[src/mpbr_pkg.sv]
// Package for the motor drive block: register offsets, reset values, timing counts.
// Assumes a 250 MHz system clock.
package mpbr_pkg;

  // ****************************************
  // Timing
  // ****************************************
  localparam int unsigned CLOCK_HZ = 250_000_000;
  localparam int unsigned PWM_UNIT_HZ = 1000;
  localparam int unsigned TENTH_MS_US = 100;
  localparam int unsigned TENTH_MS_CYCLES = CLOCK_HZ / 1_000_000 * TENTH_MS_US;
  localparam int unsigned CAL_RUN_MS = 1500;
  localparam int unsigned CAL_RUN_TENTHS = CAL_RUN_MS * 10;

  // ****************************************
  // Configuration variable map
  // ****************************************
  localparam logic [7:0] ADDR_START_VOLTAGE = 8'h02;
  localparam logic [7:0] ADDR_PWM_FREQ = 8'h09;
  localparam logic [7:0] ADDR_REG_CONFIG = 8'h31;
  localparam logic [7:0] ADDR_SLOW_CUTOFF = 8'h33;
  localparam logic [7:0] ADDR_SLOW_GAIN = 8'h34;
  localparam logic [7:0] ADDR_EMF_REF = 8'h35;
  localparam logic [7:0] ADDR_MAIN_GAIN = 8'h36;
  localparam logic [7:0] ADDR_INERTIA = 8'h37;
  localparam logic [7:0] ADDR_LOW_STRENGTH = 8'h38;
  localparam logic [7:0] ADDR_PERIOD_LOW = 8'h74;
  localparam logic [7:0] ADDR_PERIOD_TOP = 8'h75;
  localparam logic [7:0] ADDR_GAP_LOW = 8'h76;
  localparam logic [7:0] ADDR_GAP_TOP = 8'h77;

  localparam logic [7:0] RST_START_VOLTAGE = 8'h03;
  localparam logic [7:0] RST_PWM_FREQ = 8'h28;
  localparam logic [7:0] RST_REG_CONFIG = 8'h01;
  localparam logic [7:0] RST_SLOW_CUTOFF = 8'h0a;
  localparam logic [7:0] RST_SLOW_GAIN = 8'h0a;
  localparam logic [7:0] RST_EMF_REF = 8'h82;
  localparam logic [7:0] RST_MAIN_GAIN = 8'h32;
  localparam logic [7:0] RST_INERTIA = 8'h64;
  localparam logic [7:0] RST_LOW_STRENGTH = 8'hff;
  localparam logic [7:0] RST_PERIOD_LOW = 8'h32;
  localparam logic [7:0] RST_PERIOD_TOP = 8'h96;
  localparam logic [7:0] RST_GAP_LOW = 8'h0f;
  localparam logic [7:0] RST_GAP_TOP = 8'h14;

  localparam int unsigned REG_ENABLE_BIT = 0;
  localparam logic [7:0] PWM_MIN = 8'h0a;
  localparam logic [7:0] PWM_MAX = 8'h32;
  localparam logic [7:0] PERIOD_MIN = 8'h32;
  localparam logic [7:0] PERIOD_MAX = 8'hc8;
  localparam logic [7:0] GAP_MIN = 8'h0a;
  localparam logic [7:0] GAP_MAX = 8'h28;
  localparam logic [7:0] CAL_ARM_VALUE = 8'h00;
  localparam logic [7:0] SPEED_TOP = 8'h7e;

  // Configuration write or read access
  typedef struct packed {
    logic write;
    logic read;
    logic [7:0] addr;
    logic [7:0] data;
  } mpbr_cfg_t;

  typedef enum logic [1:0] {
    MPBR_DRIVE = 2'b00,
    MPBR_GAP = 2'b01,
    MPBR_CAL = 2'b10
  } mpbr_state_t;

endpackage : mpbr_pkg

[src/mpbr_regulator.sv]
// Motor PWM generator with back-EMF sampling, load regulation and calibration run.
// Assumes configuration accesses and ADC results are synchronous to i_clock.
// Overview of operation
// - PWM frequency is the pwm register times 1 kHz, values 10 to 50.
// - PWM frequency defaults to 40 kHz.
// - Motor is periodically switched off to measure back-EMF.
// - Period at speed step 1 is low-speed period times 0.1 ms, 50..200.
// - Period at top speed is top-speed period times 0.1 ms, 50..200.
// - Gap at speed step 1 is low-speed gap times 0.1 ms, 10..40.
// - Gap at top speed is top-speed gap times 0.1 ms, 10..40.
// - Config bit 0 low disables regulation; drive is open loop.
// - Reference level is the back-EMF at maximum revolutions, scales target.
// - Slow gain applies from speed step 1, separate from main gain.
// - Slow gain up to cutoff step, then ramps to main gain.
// - Low-speed strength scales regulation at low steps.
// - Armed and key 1 on: full speed for 1.5 s, commands ignored.
// - After the run, stop and store parameters into registers 51..55.
// - Registers reset to the documented factory defaults.
// - Inertia parameter filters the regulation loop correction.
`timescale 1ns/1ps
module mpbr_regulator #(
  parameter int unsigned CAL_TENTHS = mpbr_pkg::CAL_RUN_TENTHS,
  parameter int unsigned TENTH_CYCLES = mpbr_pkg::TENTH_MS_CYCLES
) (
  input wire logic i_clock,
  input wire logic i_rstn,
  input wire mpbr_pkg::mpbr_cfg_t i_cfg,
  output logic [7:0] o_cfg_rdata,
  input wire logic [7:0] i_speed_step,
  input wire logic i_key1,
  input wire logic [7:0] i_emf_sample,
  output logic o_emf_sample_strobe,
  output logic o_motor_pwm,
  output logic o_motor_off,
  output logic o_cal_busy
);

  if (CAL_TENTHS < 1 || CAL_TENTHS > 65536 || TENTH_CYCLES < 2 || TENTH_CYCLES > 65536)
  begin : g_bad_counts
    $error("mpbr_regulator: count parameters out of range");
  end

  // ****************************************
  // Reset synchroniser
  // ****************************************
  logic rst_meta, rst_n;
  always_ff @(posedge i_clock or negedge i_rstn)
  begin
    if (!i_rstn)
    begin
      rst_meta <= 1'b0;
      rst_n <= 1'b0;
    end
    else
    begin
      rst_meta <= 1'b1;
      rst_n <= rst_meta;
    end
  end

  // ****************************************
  // Configuration variables
  // ****************************************
  logic [7:0] start_voltage, pwm_frequency_khz, regulation_config;
  logic [7:0] slow_gain_cutoff_step, slow_speed_gain, emf_reference_level;
  logic [7:0] main_regulation_gain, motor_inertia_param, low_speed_regulation_strength;
  logic [7:0] sample_period_low_speed, sample_period_top_speed;
  logic [7:0] sample_gap_low_speed, sample_gap_top_speed;
  logic cal_done;
  logic [7:0] cal_ref, cal_gain;
  wire wr = i_cfg.write;
  wire [7:0] wa = i_cfg.addr;
  wire [7:0] wd = i_cfg.data;
  wire pwm_ok = wd >= mpbr_pkg::PWM_MIN && wd <= mpbr_pkg::PWM_MAX;
  wire per_ok = wd >= mpbr_pkg::PERIOD_MIN && wd <= mpbr_pkg::PERIOD_MAX;
  wire gap_ok = wd >= mpbr_pkg::GAP_MIN && wd <= mpbr_pkg::GAP_MAX;

  always_ff @(posedge i_clock or negedge rst_n)
  begin
    if (!rst_n)
    begin
      start_voltage <= mpbr_pkg::RST_START_VOLTAGE;
      pwm_frequency_khz <= mpbr_pkg::RST_PWM_FREQ;
      regulation_config <= mpbr_pkg::RST_REG_CONFIG;
      slow_gain_cutoff_step <= mpbr_pkg::RST_SLOW_CUTOFF;
      slow_speed_gain <= mpbr_pkg::RST_SLOW_GAIN;
      emf_reference_level <= mpbr_pkg::RST_EMF_REF;
      main_regulation_gain <= mpbr_pkg::RST_MAIN_GAIN;
      motor_inertia_param <= mpbr_pkg::RST_INERTIA;
      low_speed_regulation_strength <= mpbr_pkg::RST_LOW_STRENGTH;
      sample_period_low_speed <= mpbr_pkg::RST_PERIOD_LOW;
      sample_period_top_speed <= mpbr_pkg::RST_PERIOD_TOP;
      sample_gap_low_speed <= mpbr_pkg::RST_GAP_LOW;
      sample_gap_top_speed <= mpbr_pkg::RST_GAP_TOP;
    end
    else if (cal_done)
    begin
      slow_gain_cutoff_step <= mpbr_pkg::RST_SLOW_CUTOFF;
      slow_speed_gain <= cal_gain;
      emf_reference_level <= cal_ref;
      main_regulation_gain <= cal_gain;
      motor_inertia_param <= mpbr_pkg::RST_INERTIA;
    end
    else if (wr)
    begin
      case (wa)
        mpbr_pkg::ADDR_START_VOLTAGE: start_voltage <= wd;
        mpbr_pkg::ADDR_PWM_FREQ: if (pwm_ok) pwm_frequency_khz <= wd;
        mpbr_pkg::ADDR_REG_CONFIG: regulation_config <= wd;
        mpbr_pkg::ADDR_SLOW_CUTOFF: slow_gain_cutoff_step <= wd;
        mpbr_pkg::ADDR_SLOW_GAIN: slow_speed_gain <= wd;
        mpbr_pkg::ADDR_EMF_REF: emf_reference_level <= wd;
        mpbr_pkg::ADDR_MAIN_GAIN: main_regulation_gain <= wd;
        mpbr_pkg::ADDR_INERTIA: motor_inertia_param <= wd;
        mpbr_pkg::ADDR_LOW_STRENGTH: low_speed_regulation_strength <= wd;
        mpbr_pkg::ADDR_PERIOD_LOW: if (per_ok) sample_period_low_speed <= wd;
        mpbr_pkg::ADDR_PERIOD_TOP: if (per_ok) sample_period_top_speed <= wd;
        mpbr_pkg::ADDR_GAP_LOW: if (gap_ok) sample_gap_low_speed <= wd;
        mpbr_pkg::ADDR_GAP_TOP: if (gap_ok) sample_gap_top_speed <= wd;
        default: ;
      endcase
    end
  end

  logic [7:0] next_rdata;
  always_comb
  begin
    case (wa)
      mpbr_pkg::ADDR_START_VOLTAGE: next_rdata = start_voltage;
      mpbr_pkg::ADDR_PWM_FREQ: next_rdata = pwm_frequency_khz;
      mpbr_pkg::ADDR_REG_CONFIG: next_rdata = regulation_config;
      mpbr_pkg::ADDR_SLOW_CUTOFF: next_rdata = slow_gain_cutoff_step;
      mpbr_pkg::ADDR_SLOW_GAIN: next_rdata = slow_speed_gain;
      mpbr_pkg::ADDR_EMF_REF: next_rdata = emf_reference_level;
      mpbr_pkg::ADDR_MAIN_GAIN: next_rdata = main_regulation_gain;
      mpbr_pkg::ADDR_INERTIA: next_rdata = motor_inertia_param;
      mpbr_pkg::ADDR_LOW_STRENGTH: next_rdata = low_speed_regulation_strength;
      mpbr_pkg::ADDR_PERIOD_LOW: next_rdata = sample_period_low_speed;
      mpbr_pkg::ADDR_PERIOD_TOP: next_rdata = sample_period_top_speed;
      mpbr_pkg::ADDR_GAP_LOW: next_rdata = sample_gap_low_speed;
      mpbr_pkg::ADDR_GAP_TOP: next_rdata = sample_gap_top_speed;
      default: next_rdata = 8'h00;
    endcase
  end

  always_ff @(posedge i_clock or negedge rst_n)
  begin
    if (!rst_n)
      o_cfg_rdata <= 8'h00;
    else if (i_cfg.read)
      o_cfg_rdata <= next_rdata;
  end

  // ****************************************
  // Calibration arming and run
  // ****************************************
  logic armed, key1_q, cal_busy, tenth_pulse;
  logic [15:0] cal_tenths;
  wire key1_rise = i_key1 && !key1_q;
  wire arm_write = wr && wa == mpbr_pkg::ADDR_MAIN_GAIN && wd == mpbr_pkg::CAL_ARM_VALUE
    && i_speed_step == 8'h00 && !i_key1;
  assign cal_done = cal_busy && tenth_pulse && cal_tenths == 16'(CAL_TENTHS - 1);

  always_ff @(posedge i_clock or negedge rst_n)
  begin
    if (!rst_n)
    begin
      armed <= 1'b0;
      key1_q <= 1'b0;
      cal_busy <= 1'b0;
      cal_tenths <= 16'h0000;
    end
    else
    begin
      key1_q <= i_key1;
      if (arm_write)
        armed <= 1'b1;
      else if (key1_rise || (wr && wa == mpbr_pkg::ADDR_MAIN_GAIN))
        armed <= 1'b0;
      if (armed && key1_rise)
      begin
        cal_busy <= 1'b1;
        cal_tenths <= 16'h0000;
      end
      else if (cal_done)
        cal_busy <= 1'b0;
      else if (cal_busy && tenth_pulse)
        cal_tenths <= cal_tenths + 16'h0001;
    end
  end
  assign o_cal_busy = cal_busy;

  // ****************************************
  // Speed step, period and gap interpolation
  // ****************************************
  wire [7:0] speed = cal_busy ? mpbr_pkg::SPEED_TOP : i_speed_step;
  wire [7:0] step_c = speed > mpbr_pkg::SPEED_TOP ? mpbr_pkg::SPEED_TOP : speed;
  wire [7:0] frac = (step_c == 8'h00) ? 8'h00 : step_c - 8'h01;
  localparam logic [7:0] SPAN = mpbr_pkg::SPEED_TOP - 8'h01;
  wire signed [9:0] per_d = $signed({2'b00, sample_period_top_speed})
    - $signed({2'b00, sample_period_low_speed});
  wire signed [9:0] gap_d = $signed({2'b00, sample_gap_top_speed})
    - $signed({2'b00, sample_gap_low_speed});
  wire signed [18:0] per_p = per_d * $signed({1'b0, frac});
  wire signed [18:0] gap_p = gap_d * $signed({1'b0, frac});
  wire [7:0] period_tenths = 8'(sample_period_low_speed
    + 8'(per_p / $signed({11'd0, SPAN})));
  wire [7:0] gap_tenths = 8'(sample_gap_low_speed
    + 8'(gap_p / $signed({11'd0, SPAN})));

  // ****************************************
  // Measurement timing
  // ****************************************
  logic [15:0] tenth_cnt;
  logic [7:0] win_cnt;
  logic emf_strobe, pwm_out;
  mpbr_pkg::mpbr_state_t state;
  assign tenth_pulse = tenth_cnt == 16'(TENTH_CYCLES - 1);
  wire window_end = tenth_pulse && win_cnt + 8'h01 >= period_tenths;
  wire gap_end = tenth_pulse && win_cnt + 8'h01 >= gap_tenths;
  wire gap_next = (state == mpbr_pkg::MPBR_GAP) ? !gap_end : window_end;

  always_ff @(posedge i_clock or negedge rst_n)
  begin
    if (!rst_n)
    begin
      tenth_cnt <= 16'h0000;
      win_cnt <= 8'h00;
      state <= mpbr_pkg::MPBR_DRIVE;
      emf_strobe <= 1'b0;
    end
    else
    begin
      tenth_cnt <= tenth_pulse ? 16'h0000 : tenth_cnt + 16'h0001;
      emf_strobe <= 1'b0;
      case (state)
        mpbr_pkg::MPBR_DRIVE:
          if (window_end)
          begin
            state <= mpbr_pkg::MPBR_GAP;
            win_cnt <= 8'h00;
          end
          else if (tenth_pulse)
            win_cnt <= win_cnt + 8'h01;
        mpbr_pkg::MPBR_GAP:
          if (gap_end)
          begin
            state <= mpbr_pkg::MPBR_DRIVE;
            win_cnt <= gap_tenths;
            emf_strobe <= 1'b1;
          end
          else if (tenth_pulse)
            win_cnt <= win_cnt + 8'h01;
        default: state <= mpbr_pkg::MPBR_DRIVE;
      endcase
    end
  end
  assign o_emf_sample_strobe = emf_strobe;

  // ****************************************
  // Regulation loop
  // ****************************************
  wire reg_on = regulation_config[mpbr_pkg::REG_ENABLE_BIT] && !cal_busy;
  wire [15:0] target = 16'(step_c) * 16'(emf_reference_level) / 16'(mpbr_pkg::SPEED_TOP);
  wire [7:0] gain_ramp = (step_c <= slow_gain_cutoff_step) ? slow_speed_gain
    : 8'(16'(slow_speed_gain) + (16'(main_regulation_gain) - 16'(slow_speed_gain))
      * 16'(step_c - slow_gain_cutoff_step) / 16'(mpbr_pkg::SPEED_TOP));
  wire [7:0] gain_eff = (step_c > slow_gain_cutoff_step && gain_ramp > main_regulation_gain
    && main_regulation_gain >= slow_speed_gain) ? main_regulation_gain : gain_ramp;
  wire [7:0] strength = (step_c <= slow_gain_cutoff_step) ? low_speed_regulation_strength
    : 8'hff;
  wire signed [16:0] err = $signed({1'b0, target}) - $signed({9'd0, i_emf_sample});
  wire signed [33:0] corr_raw = err * $signed({9'd0, gain_eff}) * $signed({9'd0, strength});
  wire signed [15:0] corr = 16'(corr_raw >>> 14);
  logic signed [15:0] integ;
  wire signed [15:0] inertia_step = 16'((32'(corr) - 32'(integ))
    * 32'({1'b0, 8'hff - motor_inertia_param}) >>> 8);
  logic [7:0] duty;
  wire [7:0] base_duty = 8'(16'(step_c) * 16'h00ff / 16'(mpbr_pkg::SPEED_TOP));
  wire signed [16:0] duty_sum = $signed({9'd0, base_duty}) + 17'(integ);
  wire [7:0] open_duty = (step_c == 8'h00) ? 8'h00
    : (base_duty < start_voltage ? start_voltage : base_duty);
  wire [7:0] next_duty = cal_busy ? 8'hff
    : !reg_on ? open_duty
    : (step_c == 8'h00) ? 8'h00
    : duty_sum < 0 ? 8'h00 : duty_sum > 17'sd255 ? 8'hff : duty_sum[7:0];

  always_ff @(posedge i_clock or negedge rst_n)
  begin
    if (!rst_n)
    begin
      integ <= 16'sd0;
      duty <= 8'h00;
      cal_ref <= mpbr_pkg::RST_EMF_REF;
      cal_gain <= mpbr_pkg::RST_MAIN_GAIN;
    end
    else if (emf_strobe)
    begin
      integ <= reg_on ? integ + inertia_step : 16'sd0;
      duty <= next_duty;
      if (cal_busy)
      begin
        cal_ref <= i_emf_sample > cal_ref ? i_emf_sample : cal_ref;
        cal_gain <= 8'(16'(mpbr_pkg::RST_MAIN_GAIN) * 16'(mpbr_pkg::RST_EMF_REF)
          / 16'(i_emf_sample | 8'h01));
      end
    end
    else if (cal_busy || step_c == 8'h00)
      duty <= next_duty;
  end

  // ****************************************
  // PWM generator
  // ****************************************
  logic [15:0] pwm_div;
  logic [7:0] pwm_phase;
  wire [15:0] pwm_tick_div = 16'(mpbr_pkg::CLOCK_HZ / mpbr_pkg::PWM_UNIT_HZ / 256);
  wire [15:0] pwm_limit = 16'(32'(pwm_tick_div) / 32'(pwm_frequency_khz));
  always_ff @(posedge i_clock or negedge rst_n)
  begin
    if (!rst_n)
    begin
      pwm_div <= 16'h0000;
      pwm_phase <= 8'h00;
      pwm_out <= 1'b0;
    end
    else
    begin
      pwm_div <= (pwm_div + 16'h0001 >= pwm_limit) ? 16'h0000 : pwm_div + 16'h0001;
      if (pwm_div + 16'h0001 >= pwm_limit)
        pwm_phase <= pwm_phase + 8'h01;
      pwm_out <= !gap_next && (pwm_phase < duty || duty == 8'hff);
    end
  end
  assign o_motor_pwm = pwm_out;
  assign o_motor_off = state == mpbr_pkg::MPBR_GAP;
endmodule : mpbr_regulator

[config.mk]
export PLATFORM = sky130hd
export DESIGN_NAME = mpbr_regulator
export DESIGN_NICKNAME = d
export VERILOG_FILES = /design/src/mpbr_pkg.sv /design/src/mpbr_regulator.sv
export SDC_FILE = /design/constraint.sdc
export NUM_CORES = 2
export LEC_CHECK = 0
export BUFFER_PORTS_ARGS = -buffer_cell sky130_fd_sc_hd__buf_2
export CAP_MARGIN = 30
export CELL_PAD_IN_SITES_DETAIL_PLACEMENT = 0
export CELL_PAD_IN_SITES_GLOBAL_PLACEMENT = 2
export CORE_AREA = 2 2 462 464
export CTS_BUF_LIST = sky130_fd_sc_hd__clkbuf_8
export DETAILED_ROUTE_END_ITERATION = 8
export DIE_AREA = 0 0 464 466
export GPL_ROUTABILITY_DRIVEN = 0
export GPL_TIMING_DRIVEN = 0
export PLACE_DENSITY = 0.78
export SLEW_MARGIN = 10
export SYNTH_ARGS = -nofsm -noshare
export SYNTH_HDL_FRONTEND = slang
export SYNTH_SLANG_ARGS = --single-unit
[constraint.sdc]
create_clock -name i_clock -period 7.9 [get_ports i_clock]
set_input_delay 0.395 -clock i_clock [delete_from_list [all_inputs] [get_ports i_clock]]
set_output_delay 0.395 -clock i_clock [all_outputs]
set_load 0.05 [all_outputs]
==> impl_metrics.py <==
metrics = {
    "synthesis": {
        "yosysWarnings": 0,
        "synthesis.instances": 9454,
        "synthFlopType": "dfrtp_1",
        "synth-seq-cells": 224,
        "avgSynthCellArea_um2": 7.78,
        "ys_async_sr_fraction_pct": 100,
        "synth_edf_count": 0,
        "synth_cell_type_count": 141,
        "seq_area_frac_synth_pct": 7.69,
        "synth.cell_area_um2": 73600,
    },
    "run": {
        "drv_cap": 0,
    },
    "sta": {
        "worstMarginPinSlew_ns": 1.06,
        "slew_viol_final": 0,
        "worst_slack_ns": -60.01,
        "grt_setup_unrepaired": "yes",
        "hold_viol": 0,
        "fin_crit_ns": 67.91,
        "finalCritPeriodShare_pct": 860,
        "slew_headroom_pct": 29.5,
        "fin_worst_skew_ns": 0.0419,
        "timing.fmax_mhz": 14.7,
        "fin_hold_ws_ns": 0.0738,
        "final-setup-viol-count": 67,
    },
    "route": {
        "wl_per_cell_um": 18.4,
        "vias": 70500,
        "drt.antenna.violating_nets": 0,
        "wl_um": 242000,
        "drc": 0,
        "drt_iter0_markers": 4058,
        "via_per_inst": 5.37,
        "firstDrtPassIters": 8,
    },
    "die": {
        "rows": 169,
        "die-width_um": 464,
        "fp.coreArea_um2": 211000,
        "die_h_um": 466,
        "start_util_pct": 34.8,
        "io_pins": 49,
        "die_area_um2": 216000,
    },
    "global_routing": {
        "grt_pass1_wl_um": 388000,
        "grt.overflow.total": 0,
        "grt_pass1_vias": 70300,
        "grt_max_degree": 62,
        "grt_use_total_pct": 21.8,
        "antenna_found_initial": 28,
    },
    "setup_path": {
        "critical-path-slowest-cell": "or4_4",
        "arrival_ns": 68.42,
        "path_class": "register to register",
        "path_max_fanout": 7,
        "required_ns": 8.41,
        "critPathCaptureType": "register",
        "max_stage_delay_ns": 0.67,
        "rr_worst_depth": 433,
        "crit_path_start_kind": "register",
        "critPathMostFrequentCell": "buf_4",
    },
    "cells_and_area": {
        "n_fill_cell": 21000,
        "fin_cells": 13100,
        "drive_gt1_share_pct": 21.5,
        "area_delta_synth_final_pct": 24.8,
        "final_cell_area_um2": 91800,
        "nNetsFinal": 11700,
        "multi_input_area_um2": 69300,
        "ff_latch_area_um2": 5670,
    },
    "hold_path": {
        "hp-class": "primary input to register",
        "hold_path_depth": 3,
    },
    "cts": {
        "clkTransAtPathRegs_ns": 0.07,
        "clockBufferDepth": 3,
        "cts_buffers": 44,
        "htreeDepth": 2,
        "numClockSinks": 224,
        "cts-root-buf": "clkbuf_8",
        "clock_latency_ns": 0.66,
        "cts_tree": "done",
    },
    "place": {
        "dpl_cell_area_um2": 80700,
        "portBuffers": 40,
        "hpwlAfterDp_um": 192000,
        "dp_cells": 12300,
        "post-place-ws_ns": -71.72,
    },
    "status": {
        "violations": "setup timing",
        "status": "finished with violations",
    },
}
[worst max-delay path: cells and delay by family (launching register included)]
kind            cells  cell delay, ns
compound gates    168           28.06
xor+xnor            2            0.30
flops               1            0.42
mux                 3            0.94
fa+ha+maj          30            7.79
buf+inv           116           14.37
simple gates      114           15.58
[kinds of logic after synthesis]
logic type	Yosys count	synth area share [%]
flops	224	7.69
other cells	2	0.0102
compound gates	2210	20.4
buf+inv	1401	7.30
mux	258	3.88
xor+xnor	766	9.15
fa+ha+maj	1416	30.3
simple gates	3177	21.2
[cell usage after synthesis, drive strengths merged, types with 21 or more instances]
| cell type | count | area share [%] |
|---|---|---|
| nor4 | 53 | 0.55 |
| fa | 617 | 17 |
| o21ai | 383 | 2.6 |
| nand3b | 24 | 0.24 |
| dfstp | 43 | 1.5 |
| a222oi | 21 | 0.29 |
| mux2 | 119 | 1.8 |
| or2 | 88 | 0.75 |
| mux2i | 131 | 1.8 |
| a21o | 263 | 2.7 |
| buf | 67 | 0.48 |
| o22ai | 46 | 0.39 |
| or3 | 76 | 0.65 |
| xor2 | 246 | 2.9 |
| o211ai | 61 | 0.63 |
| o31ai | 73 | 0.79 |
| nor3b | 31 | 0.32 |
| xnor2 | 520 | 6.2 |
| o21a | 134 | 1.4 |
| o2111ai | 31 | 0.38 |
| nand2 | 775 | 4.0 |
| clkbuf | 185 | 0.95 |
| a21oi | 566 | 3.9 |
| o21bai | 116 | 1.2 |
| nand4 | 93 | 0.85 |
| and4 | 26 | 0.31 |
| nand3 | 181 | 1.3 |
| a211o | 28 | 0.33 |
| dfrtp | 181 | 6.2 |
| nor2 | 918 | 4.7 |
| a211oi | 70 | 0.76 |
| nor3 | 237 | 1.6 |
| a21boi | 25 | 0.26 |
| a31oi | 71 | 0.62 |
| nand2b | 215 | 1.8 |
| and3 | 88 | 0.75 |
| and2 | 140 | 1.2 |
| a2111oi | 26 | 0.44 |
| ha | 785 | 13 |
| nor2b | 159 | 1.4 |
| inv | 1147 | 5.9 |
[cells in the final DEF (no fill, tap or decap), types with 56 or more instances in the layout]
cell	instances
a21oi_1	422
and2_1	121
inv_1	1090
a21o_1	249
o21ai_1	77
or2_2	67
o21bai_1	105
clkbuf_1	117
xnor2_2	57
nand4_1	89
ha_4	105
nor2_1	822
fa_1	607
nor3_1	187
clkbuf_8	83
and3_1	77
nand2_1	705
o211ai_1	60
nand3_1	163
ha_1	658
or3_1	64
xnor2_1	447
a21oi_2	116
dfrtp_1	177
mux2_2	107
o21a_1	119
nor2b_1	136
o21ai_0	262
buf_2	67
a31oi_1	56
buf_4	646
xor2_1	214
nor2_4	61
nand2b_1	204
mux2i_1	112
[final timing paths]
kind	from	endpoint	slack [ns]
worst max register to register	pwm_frequency_khz[0]$_DFFE_PN0P_	pwm_phase[0]$_DFFE_PN0P_	-60.01
worst min register to register	rst_n$_DFF_PN0_	cal_ref[5]$_DFFE_PN0P_	0.16
worst min-delay path	i_emf_sample[2]	cal_ref[2]$_DFFE_PN0P_	0.07
worst max-delay path	pwm_frequency_khz[0]$_DFFE_PN0P_	pwm_phase[0]$_DFFE_PN0P_	-60.01
max in group asynchronous	rst_n$_DFF_PN0_	o_cal_busy$_DFFE_PN0P_	6.50
min in group asynchronous	i_rstn	rst_meta$_DFF_PN0_	0.09
[repair_timing]
| item | 4_1_cts | 5_1_grt |
|---|---|---|
| pin swaps | 456 | 396 |
| setup endpoints to repair | 67 | 67 |
| gates cloned | 5 | 0 |
| buffers inserted | 532 | 150 |
| hold endpoints to repair | 3 | 0 |
| hold buffers | 2 | 0 |
| gates resized for setup | 585 | 316 |
[layer usage]
| layer | part of all wire (%) | global-route usage [%] | vias up |
|---|---|---|---|
| li1 | - | - | 34300 |
| met1 | 48 | 30.7 | 34600 |
| met2 | 47 | 36.1 | 1232 |
| met3 | 2.9 | 1.30 | 271 |
| met4 | 2.7 | 5.85 | 2 |
| met5 | 0.0029 | 0 | - |
[cell type report]
| cell class | count | area share, % |
|---|---|---|
| multi-input cells | 7843 | 75.5 |
| repair buffers | 748 | 6.48 |
| flip-flops and latches | 224 | 6.17 |
| inverters | 1149 | 4.83 |
| well taps | 2821 | 3.84 |
| plain buffers | 239 | 2.03 |
| clock buffers | 61 | 0.914 |
| clock inverters | 21 | 0.215 |
| diodes | 18 | 0.0491 |
| repair inverters | 1 | 0.00545 |
[state kept, by name, summed over array words and instances (netlist names), 8 cells and up]
signal	flops
integ	16
sample_period_top_speed	8
cal_gain	8
sample_gap_top_speed	8
low_speed_regulation_strength	8
pwm_phase	8
tenth_cnt	16
emf_reference_level	8
sample_gap_low_speed	8
win_cnt	8
o_cfg_rdata	8
slow_gain_cutoff_step	8
pwm_div	16
cal_tenths	16
main_regulation_gain	8
pwm_frequency_khz	8
motor_inertia_param	8
start_voltage	8
cal_ref	8
regulation_config	8
slow_speed_gain	8
sample_period_low_speed	8
duty	8
[metrics by stage]
stage	setup TNS, ns	util, %
detailed placement	-2459.82	38.2
floorplan	-1981.33	-
global placement	-2772.75	38.1
global route	-2237.74	43.5
CTS	-2110.96	42.2
finish	-2087.34	43.5
Power is left out: the tool's default activity adds up to more than one toggle a clock period on the data nets, which glitch-free logic cannot reach.
